$ cat config.mk
export PLATFORM = sky130hd
export DESIGN_NAME = cbts_bit_timing
export DESIGN_NICKNAME = d
export VERILOG_FILES = /design/src/verilog/cbts_pkg.sv /design/src/verilog/cbts_bit_timing.sv /design/src/verilog/cbts_sampler.sv
export SDC_FILE = /design/constraint.sdc
export NUM_CORES = 1
export LEC_CHECK = 0
export BUFFER_PORTS_ARGS = -buffer_cell sky130_fd_sc_hd__buf_2
export CAP_MARGIN = 30
export CORE_ASPECT_RATIO = 0.8
export CORE_MARGIN = 2
export CORE_UTILIZATION = 54
export DETAILED_ROUTE_END_ITERATION = 12
export PLACE_DENSITY = 0.84
export SYNTH_ARGS = -nofsm -noshare
export SYNTH_HDL_FRONTEND = slang
export SYNTH_SLANG_ARGS = --single-unit
$ cat constraint.sdc
create_clock -name pclk -period 8.13 [get_ports pclk]
set_clock_uncertainty 0.15 [all_clocks]
set_input_delay 1.626 -clock pclk [delete_from_list [all_inputs] [get_ports pclk]]
set_output_delay 1.626 -clock pclk [all_outputs]
set_load 0.01 [all_outputs]
$ cat src/verilog/cbts_pkg.sv
// shared constants, types and decoders for the can bit timing segment block
package cbts_pkg;

	// system clock
	localparam int unsigned CLK_PERIOD_NS = 100;

	// register map, byte addresses on the apb bus
	localparam logic [11:0] CFG_OFFSET = 12'h000;
	localparam logic [11:0] STATUS_OFFSET = 12'h004;

	// configuration word layout
	localparam int unsigned PROP_LSB = 0;
	localparam int unsigned PH1_LSB = 3;
	localparam int unsigned TRIPLE_BIT = 6;
	localparam int unsigned FREE_BIT = 7;
	localparam int unsigned PH2_LSB = 8;
	localparam int unsigned WAKE_BIT = 14;
	localparam logic [15:0] CFG_WRITE_MASK = 16'h47FF;
	localparam logic [15:0] CFG_RESET = 16'h0000;

	// status word layout
	localparam int unsigned STAT_SEG_LSB = 0;
	localparam int unsigned STAT_RX_BIT = 2;
	localparam int unsigned STAT_WAKE_BIT = 3;
	localparam int unsigned STAT_CNT_LSB = 4;

	// quantum and segment timing
	localparam logic [3:0] TQ_DIV = 4'h4;
	localparam logic [3:0] IPT_TQ = 4'h2;
	localparam logic [3:0] ONE_TQ = 4'h1;

	// wake-up line filter: dominant must persist this long
	localparam int unsigned WAKE_FILTER_NS = 500;
	localparam logic [3:0] WAKE_FILTER_CYCLES = 4'((WAKE_FILTER_NS + CLK_PERIOD_NS - 1) / CLK_PERIOD_NS);

	// recessive level of the receive line
	localparam logic RECESSIVE = 1'b1;

	typedef enum logic [1:0] {seg_sync, seg_prop, seg_ph1, seg_ph2} cbts_seg_t;

	typedef struct packed {
		logic wake_line_filter_en;
		logic [2:0] phase_two_length;
		logic phase_two_free_select;
		logic triple_sample_select;
		logic [2:0] phase_one_length;
		logic [2:0] propagation_length;
	} cbts_cfg_t;

	// timing events towards the rest of the controller
	typedef struct packed {
		logic bit_start;
		logic sample_point;
		logic tq_tick;
	} cbts_evt_t;

	// unpack a written configuration word
	function automatic cbts_cfg_t cbts_unpack(input logic [15:0] w);
		cbts_cfg_t c;
		c.wake_line_filter_en = w[WAKE_BIT];
		c.phase_two_length = w[PH2_LSB +: 3];
		c.phase_two_free_select = w[FREE_BIT];
		c.triple_sample_select = w[TRIPLE_BIT];
		c.phase_one_length = w[PH1_LSB +: 3];
		c.propagation_length = w[PROP_LSB +: 3];
		return c;
	endfunction

	// pack configuration for readback, unimplemented bits as zero
	function automatic logic [15:0] cbts_pack(input cbts_cfg_t c);
		logic [15:0] w;
		w = 16'h0000;
		w[WAKE_BIT] = c.wake_line_filter_en;
		w[PH2_LSB +: 3] = c.phase_two_length;
		w[FREE_BIT] = c.phase_two_free_select;
		w[TRIPLE_BIT] = c.triple_sample_select;
		w[PH1_LSB +: 3] = c.phase_one_length;
		w[PROP_LSB +: 3] = c.propagation_length;
		return w;
	endfunction

	// a 3-bit code stands for code plus one quanta
	function automatic logic [3:0] cbts_seg_len(input logic [2:0] code);
		return {1'b0, code} + ONE_TQ;
	endfunction

endpackage

$ cat src/verilog/cbts_bit_timing.sv
// can bit timing segments: apb configuration register and nominal bit timer
`timescale 1ns/1ps
module cbts_bit_timing (
	input wire logic pclk,
	input wire logic presetn,
	input wire logic psel,
	input wire logic penable,
	input wire logic pwrite,
	input wire logic [11:0] paddr,
	input wire logic [31:0] pwdata,
	output logic [31:0] prdata,
	output logic pready,
	output logic pslverr,
	input wire logic can_rx,
	output logic rx_bit,
	output logic sample_valid,
	output logic bit_start,
	output logic sample_point,
	output logic tq_tick,
	output logic wake_activity
);

	typedef struct packed {
		cbts_pkg::cbts_cfg_t cfg;
		logic [31:0] prdata;
		logic pready;
		logic pslverr;
		logic [3:0] div_cnt;
		cbts_pkg::cbts_seg_t seg;
		logic [3:0] seg_cnt;
		cbts_pkg::cbts_evt_t evt;
		logic [3:0] wake_cnt;
		logic wake_activity;
	} cbts_state_t;

	cbts_state_t state_reg;
	cbts_state_t state_next;

	logic [3:0] prop_len;
	logic [3:0] ph1_len;
	logic [3:0] ph2_len;
	logic [3:0] seg_len_now;
	logic tick_now;
	logic last_quantum;
	logic access;
	logic [15:0] status_word;

	// segment lengths in quanta from the live configuration
	always_comb begin
		prop_len = cbts_pkg::cbts_seg_len(state_reg.cfg.propagation_length);
		ph1_len = cbts_pkg::cbts_seg_len(state_reg.cfg.phase_one_length);
		if (state_reg.cfg.phase_two_free_select) begin
			ph2_len = cbts_pkg::cbts_seg_len(state_reg.cfg.phase_two_length);
		end else if (ph1_len > cbts_pkg::IPT_TQ) begin
			ph2_len = ph1_len;
		end else begin
			ph2_len = cbts_pkg::IPT_TQ;
		end
	end

	// length of the segment now running
	always_comb begin
		case (state_reg.seg)
			cbts_pkg::seg_sync: seg_len_now = cbts_pkg::ONE_TQ;
			cbts_pkg::seg_prop: seg_len_now = prop_len;
			cbts_pkg::seg_ph1: seg_len_now = ph1_len;
			cbts_pkg::seg_ph2: seg_len_now = ph2_len;
			default: seg_len_now = cbts_pkg::ONE_TQ;
		endcase
	end

	// quantum divider; prescaler tuning lives elsewhere, so the ratio is fixed here
	assign tick_now = (state_reg.div_cnt == (cbts_pkg::TQ_DIV - cbts_pkg::ONE_TQ));
	// at or past the end, so a write that shortens the running segment ends it at the next tick
	assign last_quantum = (state_reg.seg_cnt >= (seg_len_now - cbts_pkg::ONE_TQ));

	// access phase on the first cycle only; pready comes one cycle later from a flop
	assign access = psel & penable & ~state_reg.pready;

	// read-only view of the timer
	always_comb begin
		status_word = 16'h0000;
		status_word[cbts_pkg::STAT_SEG_LSB +: 2] = state_reg.seg;
		status_word[cbts_pkg::STAT_RX_BIT] = rx_bit;
		status_word[cbts_pkg::STAT_WAKE_BIT] = state_reg.wake_activity;
		status_word[cbts_pkg::STAT_CNT_LSB +: 4] = state_reg.seg_cnt;
	end

	// next state: bus slave, quantum divider, segment sequencer, wake filter
	always_comb begin
		state_next = state_reg;
		state_next.evt = '0;
		state_next.pready = 1'b0;

		// apb: answer after one wait state, write lands with pready
		if (access) begin
			state_next.pready = 1'b1;
			state_next.pslverr = 1'b0;
			state_next.prdata = 32'h0000_0000;
			if (paddr == cbts_pkg::CFG_OFFSET) begin
				state_next.prdata = {16'h0000, cbts_pkg::cbts_pack(state_reg.cfg)};
			end else if (paddr == cbts_pkg::STATUS_OFFSET) begin
				state_next.pslverr = pwrite;
				state_next.prdata = {16'h0000, status_word};
			end else begin
				state_next.pslverr = 1'b1;
			end
		end
		if (psel & penable & state_reg.pready & pwrite & ~state_reg.pslverr & (paddr == cbts_pkg::CFG_OFFSET)) begin
			// new lengths apply from the next quantum boundary check
			state_next.cfg = cbts_pkg::cbts_unpack(pwdata[15:0] & cbts_pkg::CFG_WRITE_MASK);
		end

		// quantum divider
		if (tick_now) begin
			state_next.div_cnt = 4'h0;
			state_next.evt.tq_tick = 1'b1;
		end else begin
			state_next.div_cnt = state_reg.div_cnt + cbts_pkg::ONE_TQ;
		end

		// segment sequencer, one step per quantum
		if (tick_now) begin
			if (last_quantum) begin
				state_next.seg_cnt = 4'h0;
				case (state_reg.seg)
					cbts_pkg::seg_sync: begin
						state_next.seg = cbts_pkg::seg_prop;
					end
					cbts_pkg::seg_prop: begin
						state_next.seg = cbts_pkg::seg_ph1;
					end
					cbts_pkg::seg_ph1: begin
						state_next.seg = cbts_pkg::seg_ph2;
						state_next.evt.sample_point = 1'b1;
					end
					cbts_pkg::seg_ph2: begin
						state_next.seg = cbts_pkg::seg_sync;
						state_next.evt.bit_start = 1'b1;
					end
					default: begin
						state_next.seg = cbts_pkg::seg_sync;
					end
				endcase
			end else begin
				state_next.seg_cnt = state_reg.seg_cnt + cbts_pkg::ONE_TQ;
			end
		end

		// wake-up: raw dominant, or dominant held long enough when filtered
		if (can_rx == cbts_pkg::RECESSIVE) begin
			state_next.wake_cnt = 4'h0;
			state_next.wake_activity = 1'b0;
		end else if (!state_reg.cfg.wake_line_filter_en) begin
			state_next.wake_activity = 1'b1;
		end else if (state_reg.wake_cnt >= (cbts_pkg::WAKE_FILTER_CYCLES - cbts_pkg::ONE_TQ)) begin
			state_next.wake_activity = 1'b1;
		end else begin
			state_next.wake_cnt = state_reg.wake_cnt + cbts_pkg::ONE_TQ;
		end
	end

	// the register has no documented reset value; zero keeps the timer defined
	always_ff @(posedge pclk or negedge presetn) begin
		if (!presetn) begin
			state_reg <= '{cfg: cbts_pkg::cbts_unpack(cbts_pkg::CFG_RESET), prdata: 32'h0000_0000,
				pready: 1'b0, pslverr: 1'b0, div_cnt: 4'h0, seg: cbts_pkg::seg_sync, seg_cnt: 4'h0,
				evt: '0, wake_cnt: 4'h0, wake_activity: 1'b0};
		end else begin
			state_reg <= state_next;
		end
	end

	// sample point is issued on the tick that ends phase 1
	cbts_sampler u_sampler (
		.pclk(pclk),
		.presetn(presetn),
		.tq_tick(tick_now),
		.sample_point(tick_now & last_quantum & (state_reg.seg == cbts_pkg::seg_ph1)),
		.triple_sel(state_reg.cfg.triple_sample_select),
		.rx_in(can_rx),
		.rx_bit(rx_bit),
		.sample_valid(sample_valid)
	);

	// outputs straight from the state flops
	assign prdata = state_reg.prdata;
	assign pready = state_reg.pready;
	assign pslverr = state_reg.pslverr;
	assign bit_start = state_reg.evt.bit_start;
	assign sample_point = state_reg.evt.sample_point;
	assign tq_tick = state_reg.evt.tq_tick;
	assign wake_activity = state_reg.wake_activity;

endmodule // cbts_bit_timing

$ cat src/verilog/cbts_sampler.sv
// bus line sampler: single or three-sample majority at the sample point
`timescale 1ns/1ps
module cbts_sampler (
	input wire logic pclk,
	input wire logic presetn,
	input wire logic tq_tick,
	input wire logic sample_point,
	input wire logic triple_sel,
	input wire logic rx_in,
	output logic rx_bit,
	output logic sample_valid
);

	typedef struct packed {
		logic [1:0] hist;
		logic rx_bit;
		logic sample_valid;
	} cbts_smp_state_t;

	cbts_smp_state_t state_reg;
	cbts_smp_state_t state_next;

	// history holds the line at the two previous quantum ticks
	always_comb begin
		state_next = state_reg;
		state_next.sample_valid = 1'b0;
		if (sample_point) begin
			state_next.sample_valid = 1'b1;
			if (triple_sel) begin
				// majority of three quanta rides out a single glitch
				state_next.rx_bit = (state_reg.hist[1] & state_reg.hist[0]) | (state_reg.hist[1] & rx_in) |
					(state_reg.hist[0] & rx_in);
			end else begin
				state_next.rx_bit = rx_in;
			end
		end
		if (tq_tick) begin
			state_next.hist = {state_reg.hist[0], rx_in};
		end
	end

	// history starts recessive so the first majority is not biased dominant
	always_ff @(posedge pclk or negedge presetn) begin
		if (!presetn) begin
			state_reg <= '{hist: {cbts_pkg::RECESSIVE, cbts_pkg::RECESSIVE}, rx_bit: cbts_pkg::RECESSIVE,
				sample_valid: 1'b0};
		end else begin
			state_reg <= state_next;
		end
	end

	assign rx_bit = state_reg.rx_bit;
	assign sample_valid = state_reg.sample_valid;

endmodule // cbts_sampler
==> results of run 1 <==
-- worst max path at each step --
stage	start	endpoint	slack, ns	cells after the start
6_report	state_reg[55]	u_sampler.rx_bit	4.66	11
5_1_grt	state_reg[55]	u_sampler.rx_bit	4.43	11
4_1_cts	state_reg[56]	u_sampler.rx_bit	4.68	13
3_5_place_dp	paddr[1]	state_reg[62]	4.59	5
3_3_place_gp	paddr[5]	state_reg[58]	4.61	5
2_1_floorplan	paddr[1]	state_reg[60]	4.97	5
-- where the power goes --
group          switching, W  internal [W]
Combinational      0.000113     0.0000850
Sequential        0.0000232      0.000258
Clock             0.0000800     0.0000698
Total              0.000216      0.000413
-- Yosys cell counts, types with 4 or more instances --
master,number
xnor2_1,4
a22o_1,5
mux2i_1,10
nor2_1,12
inv_1,12
o21ai_0,19
clkbuf_1,4
nand3_1,5
mux2_2,11
buf_4,33
nand2_1,27
ha_1,16
dfrtp_1,45
a21oi_1,8
-- per-stage QoR --
step	setup WS, ns	instance area, µm²	power (W)	util
finish	4.66	2900	0.000629	0.623
global route	4.43	2900	0.000675	0.623
CTS	4.68	2900	0.000630	0.623
detailed placement	4.59	2800	0.000482	0.602
global placement	4.61	2780	0.000468	0.598
floorplan	4.97	2730	0.000430	-
-- logic make-up (layout without fill, tap and decap cells) --
family          count (synthesis)  in the layout  synth area share
compound gates                 44             44             0.119
flops                          48             48             0.453
fa+ha+maj                      16             16            0.0753
mux                            21             21            0.0842
simple gates                   66             66             0.125
buf+inv                        51             71             0.119
other cells                     1             20           0.00141
xor+xnor                        7              7            0.0231
-- worst max-delay path, delay by kind of cell (launching register included) --
| family | cells | cell delay, ns |
|---|---|---|
| AND/OR/NAND/NOR | 2 | 0.32 |
| adder cells (fa/ha/maj) | 2 | 0.62 |
| multiplexers | 1 | 0.34 |
| XOR/XNOR | 2 | 0.31 |
| flip-flops | 1 | 0.50 |
| AO/OA/AOI/OAI | 4 | 1.18 |
-- layer usage --
| layer | up-vias | track usage |
|---|---|---|
| met5 | - | 0 |
| met2 | 66 | 0.339 |
| met4 | 0 | 0.0625 |
| met1 | 902 | 0.261 |
| met3 | 9 | 0.0569 |
| li1 | 891 | - |
-- cell type report --
cell class                      count  area (µm²)
Clock buffer                        7        86.3
Multi-Input combinational cell    174        1210
Tap cell                           60        75.1
Clock inverter                      1        8.76
Sequential cell                    48        1200
Fill cell                         367        1750
Inverter                           13        48.8
Timing Repair Buffer               50         265
==> flow_summary_export.csv, run 1 <==
group,metric,value,unit
run_status,run_status,"completed",
route,wl_met3,369,µm
setup_path,cpMaxStageDelayCell,"dfrtp_1",
yosys,avgSynthCellArea,10.5,µm²
sta,fmax,288,MHz
route,wl_per_cell,14.5,µm
clocking,clk_latency,0.31,ns
yosys,synth_area_leaders,"dfrtp_1, buf_4, ha_1, mux2_2, nand2_1",
setup_path,rrSetupSlack,4.66,ns
yosys,synth_edf_count,0,
route,via_per_inst,5.29,
clocking,cts_htree_levels,2,
floorplan,die-area,5500,µm²
finish,area_delta_synth_final,8.99,%
floorplan,io_pins,90,
sta,hold_viol_final,0,
placement,portBuffers,49,
setup_path,r2r-start,"state_reg[55]",
global_route,grt_overflow,0,
route,drt_iter0_drc,155,
clocking,tritoncts,"done",
global_route,antenna_found_initial,0,
yosys,synth_seq_cells,48,
route,vias,1868,
yosys,synth_ff_type,"dfrtp_1",
placement,dp_cells,345,
worst_hold_path,whs_endpoint,"state_reg[14]",
setup_path,path_class,"register to register",
sta,hold_ws,0.315,ns
worst_hold_path,holdPathStages,1,
sta,slew_headroom,0.527,
yosys,synth.top_cell.area_share,0.424,
clocking,clk_pin_slew,0.09,ns
sta,post-route-period-util,0.426,
pwr,power.density,217,nW/µm²
finish,layout_commonest_cell,"buf_2",
yosys,yosys_warnings,0,
global_route,track_usage,0.205,
yosys,synth_largest_area_cell,"dfrtp_1",
setup_path,cp_max_fo,8,
floorplan,die-width,82.5,µm
setup_path,cp.required,8.23,ns
route,wl_met2,2450,µm
sta,slew_violations,0,
sta,tightest_slew,0.708,ns
finish,nets,358,
floorplan,core,4650,µm²
route,drt_wl_total,5110,µm
pwr,vdd_drop_max,0.000103,V
clocking,cts_resized,0,
placement,dp_hpwl,3840,µm
flow_run,maxCapViolations,0,
global_route,grt_pass1_vias,1772,
clocking,cts_buffers,5,
setup_path,critical-path-max-stage-delay,0.50,ns
finish,layout.cells.non_filler,353,
finish,mostFrequentLayoutCells,"buf_2, dfrtp_1, nand2_1, conb_1, o21ai_0",
sta,min_period,3.47,ns
worst_hold_path,min_from,"state_reg[14]",
setup_path,r2r-end,"u_sampler.rx_bit",
floorplan,initial_core_util,0.572,
setup_path,cp-end-kind,"register",
route,highest_layer,"met4",
route,first_pass_iters,4,
global_route,grt_pass1_wl,8260,µm
setup_path,path_cells,"ha_1 > xor2_1 > o211ai_1 > o21ai_0 > a2111oi_2 > xnor2_1 > ha_1 > nand2_1 > o21ai_1 > and3_1 > mux2_2",
yosys,synthCells,254,
clocking,cts_root_buf,"clkbuf_8",
clocking,clockBufferDepth,2,
setup_path,cp-start-kind,"register",
global_route,grt_start_max_net_pins,42,
setup_path,critPathMostFrequentCell,"ha_1",
floorplan,core.rowCount,22,
floorplan,die_h,66.8,µm
sta,rsz0062_at_grt,"false",
finish,drive_above_1_share,0.273,
route,drc,0,
yosys,synth_cell_types,42,
clocking,hold_buffers,0,
setup_path,r2r_cells,11,
sta,finalSetupViolCount,0,
sta,setup_tns,0,ns
clocking,cts_setup_buffers,0,
route,ant_nets,0,
yosys,synthesis.area,2660,µm²
worst_hold_path,min_path_type,"register to register",
placement,gp_congestion,0.834,
yosys,yosysSeqAreaShare,0.453,
route,met1Wirelength,2220,µm
finish,diodes,0,
clocking,clock-sinks,48,
yosys,async_flop_share,1.00,
pwr,p_leak,1.52,nW
setup_path,cp.arrival,3.56,ns
finish,largest_reg_flops,26,
Power figures use the tool's default switching activity.
==> inputs of run 2 (changes only) <==
--- a/config.mk
+++ b/config.mk
@@ -9,9 +9,9 @@
 export CAP_MARGIN = 30
 export CORE_ASPECT_RATIO = 0.8
 export CORE_MARGIN = 2
-export CORE_UTILIZATION = 54
+export CORE_UTILIZATION = 50
 export DETAILED_ROUTE_END_ITERATION = 12
-export PLACE_DENSITY = 0.84
+export PLACE_DENSITY = 0.78
 export SYNTH_ARGS = -nofsm -noshare
 export SYNTH_HDL_FRONTEND = slang
 export SYNTH_SLANG_ARGS = --single-unit
==> constraint.sdc (replaced) <==
create_clock -name pclk -period 3.6 [get_ports pclk]
set_clock_uncertainty 0.15 [all_clocks]
set_input_delay 0.72 -clock pclk [delete_from_list [all_inputs] [get_ports pclk]]
set_output_delay 0.72 -clock pclk [all_outputs]
set_load 0.01 [all_outputs]
==> run 2 against run 1 <==
Effect of this change: clock-buffer cell count down 1; non-clock buffer count increased by 2; clock power grew 110%; final cell count increased by 1.1%; combinational power up 140%.
==> flow_summary_export.csv, run 2 (synthesized netlist as in run 1, its figures left out) <==
group,metric,value,unit
sta,layout_setup_ws,0.280,ns
sta,fmax,301,MHz
global_route,grt_overflow,0,
global_route,met3_usage,0.0452,
setup_path,cp-end-kind,"register",
placement,gp_congestion,0.849,
setup_path,path_depth,12,
sta,slew_headroom,0.518,
route,first_pass_iters,4,
clocking,clk_pin_slew,0.09,ns
sta,tightest_slew,0.720,ns
clocking,cts_htree_levels,2,
global_route,busiest_layer,"met2",
sta,post-route-period-util,0.922,
setup_path,cp.required,3.64,ns
route,drc,0,
pwr,design_power_total,0.00142,W
clocking,clock-sinks,48,
global_route,antenna_found_initial,0,
global_route,grt_pass1_vias,1788,
setup_path,critPathMostFrequentCell,"ha_1",
worst_hold_path,min_path_type,"input pin to asynchronous set/reset pin",
setup_path,cp-start-kind,"register",
setup_path,cp.arrival,3.36,ns
placement,dp_worst_setup_slack,0.266,ns
placement,portBuffers,49,
global_route,use_met2,0.289,
finish,diodes,0,
floorplan,die_h,69.2,µm
placement,dp_hpwl,3830,µm
finish,area_delta_synth_final,9.27,%
clocking,clk_latency,0.30,ns
floorplan,io_pins,90,
global_route,track_usage,0.175,
setup_path,path_cells,"ha_1 > nor2_1 > a2111oi_4 > o21ai_2 > a2111oi_2 > xnor2_1 > ha_1 > a21oi_1 > o21ai_1 > buf_4 > nand2_1 > mux2_2",
route,vias,1848,
setup_path,r2r-start,"state_reg[56]",
pwr,power.density,488,nW/µm²
sta,hold_viol_final,0,
floorplan,die-area,5920,µm²
sta,setup_tns,0,ns
setup_path,path_buf_inv,1,
clocking,cts_root_buf,"clkbuf_8",
clocking,hold_buffers,0,
floorplan,initial_core_util,0.525,
setup_path,cp_max_fo,6,
floorplan,die-width,85.5,µm
clocking,cts_resized,0,
finish,layout_commonest_cell,"buf_2",
setup_path,cpMaxStageDelayCell,"dfrtp_1",
clocking,cts_setup_buffers,0,
setup_path,critical-path-max-stage-delay,0.51,ns
floorplan,core,5060,µm²
sta,rsz0062_at_grt,"false",
setup_path,path_class,"register to register",
finish,nets,360,
finish,largest_reg_flops,26,
route,ant_nets,0,
setup_path,path_delay_family,"compound AO/OA/AOI/OAI gates",
setup_path,crit_start,"state_reg[56]",
sta,min_period,3.32,ns
route,wl_per_cell,13.6,µm
route,drt_iter0_drc,74,
route,drt_wl_total,4870,µm
flow_run,maxCapViolations,0,
route,via_per_inst,5.18,
global_route,grt_start_max_net_pins,32,
sta,finalSetupViolCount,0,
finish,drive_above_1_share,0.278,
global_route,grt_use_met1,0.227,
clocking,clockBufferDepth,2,
pwr,vdd_drop_max,0.000254,V
pwr,p_leak,1.52,nW
setup_path,r2r_cells,12,
clocking,tritoncts,"done",
sta,slew_violations,0,
run_status,run_status,"completed",
global_route,grt_pass1_wl,8240,µm
floorplan,core.rowCount,23,
clocking,cts_buffers,5,
finish,mostFrequentLayoutCells,"buf_2, dfrtp_1, nand2_1, conb_1, o21ai_0",
run 2: cell types whose count changed in the layout (fill, tap and decap cells not counted):
cell	delta
clkinv_4	-1
buf_4	+2
clkinv_2	+1
clkinvlp_4	+1
clkbuf_8	-1
run 2: final timing paths:
kind	slack, ns	endpoint
setup / recovery	0.28	state_reg[13]
hold / removal	0.19	prdata[7]
setup reg to reg	0.28	state_reg[13]
hold reg to reg	0.32	state_reg[14]
max in group asynchronous	2.54	u_sampler.state_reg[2]
min in group pclk	0.32	state_reg[14]
run 2: final cells by class:
type | count | area, µm²
Fill cell | 463 | 2160
Clock buffer | 6 | 72.6
Clock inverter | 2 | 12.5
Multi-Input combinational cell | 174 | 1210
Tap cell | 62 | 77.6
Sequential cell | 48 | 1200
Inverter | 13 | 48.8
Timing Repair Buffer | 52 | 280
run 2: through the flow:
step           hold slack (ns)  instance area, µm²  utilization  cells
6_report                 0.189                2910        0.574    357
5_1_grt                  0.216                2910        0.574    357
3_5_place_dp             0.308                2820        0.557    349
2_1_floorplan            0.274                2730            -    273
3_3_place_gp             0.299                2800        0.553    348
4_1_cts                  0.201                2910        0.574    357
run 2: report_power, final:
part | total [W] | internal, W | switching, W
combinational | 0.000470 | 0.000215 | 0.000254
sequential | 0.000636 | 0.000583 | 0.0000530
clock | 0.000311 | 0.000136 | 0.000175
total | 0.00142 | 0.000934 | 0.000483
run 2: metal layers:
metal	vias up	part of all wire
li1	900	-
met1	885	0.45
met2	55	0.47
met3	8	0.064
met4	0	0.013
met5	-	0
